### src/logic/ecr_defines.svh
`ifndef ECR_DEFINES_SVH
`define ECR_DEFINES_SVH

// Register offsets on the host port
`define ECR_VIOL_HI 8'h00
`define ECR_VIOL_LO 8'h01
`define ECR_BLK_HI 8'h02
`define ECR_BLK_LO 8'h03
`define ECR_FAR_HI 8'h04
`define ECR_FAR_LO 8'h05
`define ECR_ALIGN_HI 8'h06
`define ECR_ALIGN_LO 8'h07

// Counter width and saturation value
`define ECR_CNT_W 16
`define ECR_CNT_MAX 16'hffff
`define ECR_CNT_RESET 16'h0000

// Data returned for offsets outside the block
`define ECR_UNMAPPED 8'h00

`endif

### src/logic/ecr_pkg.sv
`include "ecr_defines.svh"

package ecr_pkg;

	typedef logic [`ECR_CNT_W-1:0] ecr_count_t;

	// Error events from the framer, line decoder and pattern checker
	typedef struct packed {
		logic bipolar_violation;
		logic hdb3_codeword;
		logic code_violation;
		logic crc_block_error;
		logic e_bit_valid;
		logic e_bit_value;
		logic pattern_bit_error;
		logic align_word_error;
	} ecr_events_t;

	// Synchronisation state from the framer and pattern checker
	typedef struct packed {
		logic receive_sync_lost;
		logic frame_align_lost;
		logic crc_mf_lost;
		logic frame_search;
		logic sig_mf_search;
		logic crc_mf_search;
		logic pattern_sync;
	} ecr_sync_t;

	// Configuration bits
	typedef struct packed {
		logic violation_type_select;
		logic receive_line_code_select;
		logic pattern_check_enable;
		logic fast_interval_select;
	} ecr_cfg_t;

	typedef enum logic [1:0] {
		ECR_SRC_VIOL,
		ECR_SRC_BLK,
		ECR_SRC_FAR,
		ECR_SRC_ALIGN
	} ecr_src_t;

endpackage

### src/logic/ecr_counters.sv
// Notes on behaviour
// - All four counters update at each interval tick, one second or 62.5ms.
// - Readable registers show the previous complete interval, not live counts.
// - Every counter stops at its maximum and never wraps.
// - With pattern checking on, far-end counter counts pattern bit errors.
// - Violation count is 16 bits, high byte at 00, low byte at 01.
// - Violation type 0 counts bipolar violations: same-polarity marks.
// - In bipolar mode with HDB3 decoding, substitution codewords are ignored.
// - Violation type 1 counts code violations.
// - Violation counter counts always, regardless of sync loss.
// - Violation counter holds at 65,535 without rolling over.
// - Block-check error counter, 16 bits at 02 and 03, per errored codeword.
// - Block counter, and far-end counter outside pattern mode, stop on frame or CRC4 sync loss.
// - Far-end counter at 04 and 05 counts each received E bit of 0.
// - In pattern mode, far-end counter counts only while pattern-synced.
// - Alignment-word error counter, 16 bits at 06 and 07.
// - Alignment counter stops on sync lost or any alignment search.
// - Interval flag comes from the line-clock tick, per selected interval; here it registers interval_tick and ignores fast_interval_select.
// - Sync-lost flag is high whenever framer lacks synchronisation.
`timescale 1ns/1ps
`default_nettype none
`include "ecr_defines.svh"

module ecr_counters (
	input wire logic mclk,
	input wire logic rst_n,
	input wire logic interval_tick,
	input wire ecr_pkg::ecr_cfg_t cfg,
	input wire ecr_pkg::ecr_events_t events,
	input wire ecr_pkg::ecr_sync_t sync,
	input wire logic [7:0] reg_addr,
	output logic [7:0] reg_rdata,
	output logic interval_tick_flag,
	output logic receive_sync_lost
);
	import ecr_pkg::*;

	// Saturating increment shared by all four accumulators
	function automatic ecr_count_t sat_inc(input ecr_count_t v,
		input logic inc);
		ecr_count_t r;
		r = v;
		if (inc && v != `ECR_CNT_MAX) begin
			r = v + 16'h0001;
		end
		return r;
	endfunction

	// Reset release through two flops; async assert
	logic rst_meta;
	logic rst_sync_n;
	always_ff @(posedge mclk or negedge rst_n) begin
		if (!rst_n) begin
			rst_meta <= 1'b0;
			rst_sync_n <= 1'b0;
		end else begin
			rst_meta <= 1'b1;
			rst_sync_n <= rst_meta;
		end
	end

	logic inc_viol;
	logic inc_blk;
	logic inc_far;
	logic inc_align;
	logic framed_ok;

	// Event qualification
	always_comb begin
		framed_ok = !sync.frame_align_lost && !sync.crc_mf_lost;
		if (cfg.violation_type_select) begin
			inc_viol = events.code_violation;
		end else begin
			inc_viol = events.bipolar_violation;
			if (cfg.receive_line_code_select && events.hdb3_codeword) begin
				inc_viol = 1'b0;
			end
		end
		inc_blk = events.crc_block_error && framed_ok;
		if (cfg.pattern_check_enable) begin
			inc_far = events.pattern_bit_error && sync.pattern_sync;
		end else begin
			inc_far = events.e_bit_valid && !events.e_bit_value &&
				framed_ok;
		end
		// gated by sync lost and searches
		inc_align = events.align_word_error && !sync.receive_sync_lost &&
			!sync.frame_search && !sync.sig_mf_search &&
			!sync.crc_mf_search;
	end

	ecr_count_t acc [4];
	ecr_count_t held [4];
	ecr_count_t next_acc [4];
	ecr_count_t next_held [4];
	logic next_tick_flag;
	logic next_sync_lost;

	// Accumulate; on tick copy out and restart
	always_comb begin
		logic [3:0] inc;
		inc = {inc_align, inc_far, inc_blk, inc_viol};
		for (int i = 0; i < 4; i++) begin
			next_held[i] = held[i];
			if (interval_tick) begin
				next_held[i] = acc[i];
				// An event on the tick opens the new interval
				next_acc[i] = inc[i] ? 16'h0001 : `ECR_CNT_RESET;
			end else begin
				next_acc[i] = sat_inc(acc[i], inc[i]);
			end
		end
		next_tick_flag = interval_tick;
		next_sync_lost = sync.receive_sync_lost;
	end

	always_ff @(posedge mclk or negedge rst_sync_n) begin
		if (!rst_sync_n) begin
			for (int i = 0; i < 4; i++) begin
				acc[i] <= `ECR_CNT_RESET;
				held[i] <= `ECR_CNT_RESET;
			end
			interval_tick_flag <= 1'b0;
			receive_sync_lost <= 1'b0;
		end else begin
			for (int i = 0; i < 4; i++) begin
				acc[i] <= next_acc[i];
				held[i] <= next_held[i];
			end
			interval_tick_flag <= next_tick_flag;
			receive_sync_lost <= next_sync_lost;
		end
	end

	logic [7:0] next_rdata;

	// Read decode; registered so data comes from flops
	always_comb begin
		unique case (reg_addr)
			`ECR_VIOL_HI: next_rdata = held[ECR_SRC_VIOL][15:8];
			`ECR_VIOL_LO: next_rdata = held[ECR_SRC_VIOL][7:0];
			`ECR_BLK_HI: next_rdata = held[ECR_SRC_BLK][15:8];
			`ECR_BLK_LO: next_rdata = held[ECR_SRC_BLK][7:0];
			`ECR_FAR_HI: next_rdata = held[ECR_SRC_FAR][15:8];
			`ECR_FAR_LO: next_rdata = held[ECR_SRC_FAR][7:0];
			`ECR_ALIGN_HI: next_rdata = held[ECR_SRC_ALIGN][15:8];
			`ECR_ALIGN_LO: next_rdata = held[ECR_SRC_ALIGN][7:0];
			default: next_rdata = `ECR_UNMAPPED;
		endcase
	end

	always_ff @(posedge mclk or negedge rst_sync_n) begin
		if (!rst_sync_n) begin
			reg_rdata <= 8'h00;
		end else begin
			reg_rdata <= next_rdata;
		end
	end

endmodule
`default_nettype wire

### config.mk
export PLATFORM = sky130hd
export DESIGN_NAME = ecr_counters
export DESIGN_NICKNAME = d
export VERILOG_FILES = /design/src/logic/ecr_pkg.sv /design/src/logic/ecr_counters.sv
export VERILOG_INCLUDE_DIRS = /design/src /design/src/logic
export SDC_FILE = /design/constraint.sdc
export NUM_CORES = 1
export LEC_CHECK = 0
export BUFFER_PORTS_ARGS = -buffer_cell sky130_fd_sc_hd__clkbuf_2
export CORE_ASPECT_RATIO = 1.5
export CORE_MARGIN = 2
export CORE_UTILIZATION = 45
export DETAILED_ROUTE_END_ITERATION = 8
export PLACE_DENSITY = 0.72
export RECOVER_POWER = 50
export SYNTH_ARGS = -nofsm -noshare
export SYNTH_HDL_FRONTEND = slang
export SYNTH_SLANG_ARGS = --single-unit
### constraint.sdc
create_clock -name mclk -period 4.2 [get_ports mclk]
set_clock_uncertainty 0.05 [all_clocks]
set_input_delay 0.21 -clock mclk [delete_from_list [all_inputs] [get_ports mclk]]
set_output_delay 0.21 -clock mclk [all_outputs]
set_load 0.01 [all_outputs]
==> results.ini <==
[yosys]
synth_edf_count = 0
yosysTopAreaCellShare_pct = 52.0
synth_cell_type_count = 52
synth.largest_area_cell = dfrtp_1
ys.warnings.count = 0
synth-seq-cells = 140
synthTopCellsByArea = dfrtp_1, mux2_2, xnor2_1
avgSynthCellArea_um2 = 11.2
syn_nets = 637
async_flop_share_pct = 100
netlist_area_um2 = 6740
synthCells = 603
synth_ff_type = dfrtp_1
ys_top_cells_by_count = dfrtp_1, nor2_1, mux2_2
synth.yosys.seq_area_share_pct = 52.0
synth.most_common_cell = dfrtp_1

[grt]
grt_use_total_pct = 18.8
grt_max_degree = 73
grt-ovfl-total = 0
grt_pass1_vias = 5005
grt_pass1_wl_um = 24200
grt_antenna_before_repair = 0

[power]
pwr_density_cell_nw_per_um2 = 391
p_leak_nw = 3.31
total_power_mw = 3.02
combPwrFrac_pct = 4.3
sw_frac_of_total_pct = 21.8
peakVddDrop_v = 0.000264
p_clk_share_pct = 49.6
power_frac_seq_pct = 46.0
p_int_mw = 2.36
p_sw_uw = 658

[finish]
area_delta_synth_final_pct = 14.6
fin_cells = 847
nets = 672
multi_input_comb_area_um2 = 3100
fillers = 1285
diodes = 0
final_area_um2 = 7720
drive_gt1_share_pct = 22.0
ff_latch_area_um2 = 3500

[place]
io_buffers = 38
dp_cells = 813
dp_hpwl_um = 9540
placed_area_um2 = 7140
gp_congestion = 0.841

[worst_setup_path]
worstSetupPathType = in2reg
cp_max_fo = 70
arrival_ps = 3310
crit_slowest_cell = clkbuf_1
cp.required_ps = 4440
startpoint_type = input pin
critical_path.max_stage_delay_ps = 2320
crit_chain = clkbuf_1 -> buf_12 -> mux2_2
worst-path-buf-inv = 2
critical-path-top-delay-family = buffers and inverters
crit_path_end_kind = register

[clock_network]
cts_tree = yes
clock_latency_ps = 410
clkSinkCount = 140
htreeDepth = 4
cts_made_buffers = 17
cts.clk_slew.worst_paths_ps = 60
cts_buffer_depth = 2
cts_setup_buffers = 0
root_buffer = clkbuf_16

[timing]
setup_viol = 0
rsz0062_at_grt = false
worst_slew_pin_slew_ps = 3370
final.min_clock_period_ps = 3070
hold_violations = 0
fmax_mhz = 326
post-route-period-util_pct = 73.1
fin_setup_tns_ps = 0
hold_ws_ps = 68.2
relSlewSlack_pct = -125
drv_slew = 137

[drt]
drtIter0Drc = 308
wl_per_cell_um = 16.8
firstDrtPassIters = 4
via_per_inst = 5.70
drc = 0
vias = 4829
routed_wl_um = 14300
ant_nets = 0

[floorplanning]
start_util_pct = 46.2
core_um2 = 14600
die_w_um = 104
pin_count = 40
die_area_um2 = 16000
fp-row-count = 54
die-height_um = 154

[run_status]
outcome = finished, violations left
violations = max-capacitance violations, max-slew violations

[flow_run]
drv_cap = 2

[hold_path]
min_path_type = in2async

-- worst paths after layout --
check | start | cells past startpoint | slack (ps) | endpoint
max | interval_tick | 3 | 1130 | held[21]$_DFFE_PN0P_
max in group asynchronous | rst_sync_n$_DFF_PN0_ | 0 | 1520 | held[48]$_DFFE_PN0P_
min reg2reg | rst_meta$_DFF_PN0_ | 0 | 310 | rst_sync_n$_DFF_PN0_
min | rst_n | 2 | 70 | rst_meta$_DFF_PN0_
max reg2reg | rst_sync_n$_DFF_PN0_ | 0 | 1520 | held[48]$_DFFE_PN0P_
min in group mclk | sync[5] | 4 | 160 | acc[32]$_DFFE_PN0P_
-- registers in the layout, indices dropped and copies added (netlist names) --
| register | flops |
|---|---|
| acc | 64 |
| held | 64 |
| reg_rdata | 8 |
| interval_tick_flag | 1 |
| receive_sync_lost | 1 |
| rst_meta | 1 |
| rst_sync_n | 1 |
-- stage by stage --
step / worst slack (ps) / utilization, %
6_report: 1130 / 52.9
5_1_grt: 906 / 52.9
3_3_place_gp: 1980 / 48.9
2_1_floorplan: 1820 / -
3_5_place_dp: 1890 / 48.9
4_1_cts: 1830 / 53.1
-- logic make-up after synthesis --
kind of cell               count (synthesis)  synth area share, %
and+or+nand+nor                          237                 18.5
DFF                                      140                 52.0
muxes                                     93                 16.5
AOI/OAI and AO/OA                         48                 4.40
xor gates and xnor gates                  43                 5.59
buffers and inverters                     37                 2.17
adders and majority gates                  4                0.742
other                                      1               0.0556
-- per-layer routing --
| metal | up-vias | global-route usage (%) | wire length [um] |
|---|---|---|---|
| li1 | 2244 | - | - |
| met1 | 2472 | 21.5 | 5770 |
| met2 | 89 | 34.3 | 7760 |
| met3 | 24 | 4.24 | 397 |
| met4 | 0 | 6.69 | 327 |
| met5 | - | 0 | 0 |
-- power groups by stage --
stage	registers (mW)	clock network [mW]	logic, mW
after global placement	1.42	0	0.126
after detailed placement	1.42	0	0.130
after CTS	1.39	1.52	0.132
after floorplan	1.42	0	0.0816
after global routing	1.40	1.59	0.146
final	1.39	1.50	0.131
-- cell usage in the layout (no fill, tap or decap), drive strengths merged, types with 4 or more instances in the layout --
master,instances
dfrtp,140
nor4b,8
ha,4
nor2,74
clkbuf,57
mux2,67
o21ai,13
and3,4
clkinv,8
and4,7
or3,7
nor2b,4
buf,5
inv,8
nor3b,8
mux4,8
nand4,17
nand3,20
nor4,13
nand2,29
a21oi,17
mux2i,18
xnor2,41
nor3,27
-- layout make-up --
| type | count | area share, % |
|---|---|---|
| inverter | 8 | 0.389 |
| multi-input combinational | 426 | 40.1 |
| timing repair buffer | 45 | 3.30 |
| tap | 196 | 3.18 |
| clock buffer | 19 | 5.73 |
| sequential | 140 | 45.4 |
| clock inverter | 13 | 1.93 |
-- what timing repair did --
| item | 4_1_cts | 5_1_grt |
|---|---|---|
| resized for setup | 0 | 0 |
| hold buffers | 2 | 0 |
| hold endpoints to repair | 3 | 0 |
Note: power is estimated with default switching activity, not from simulation.
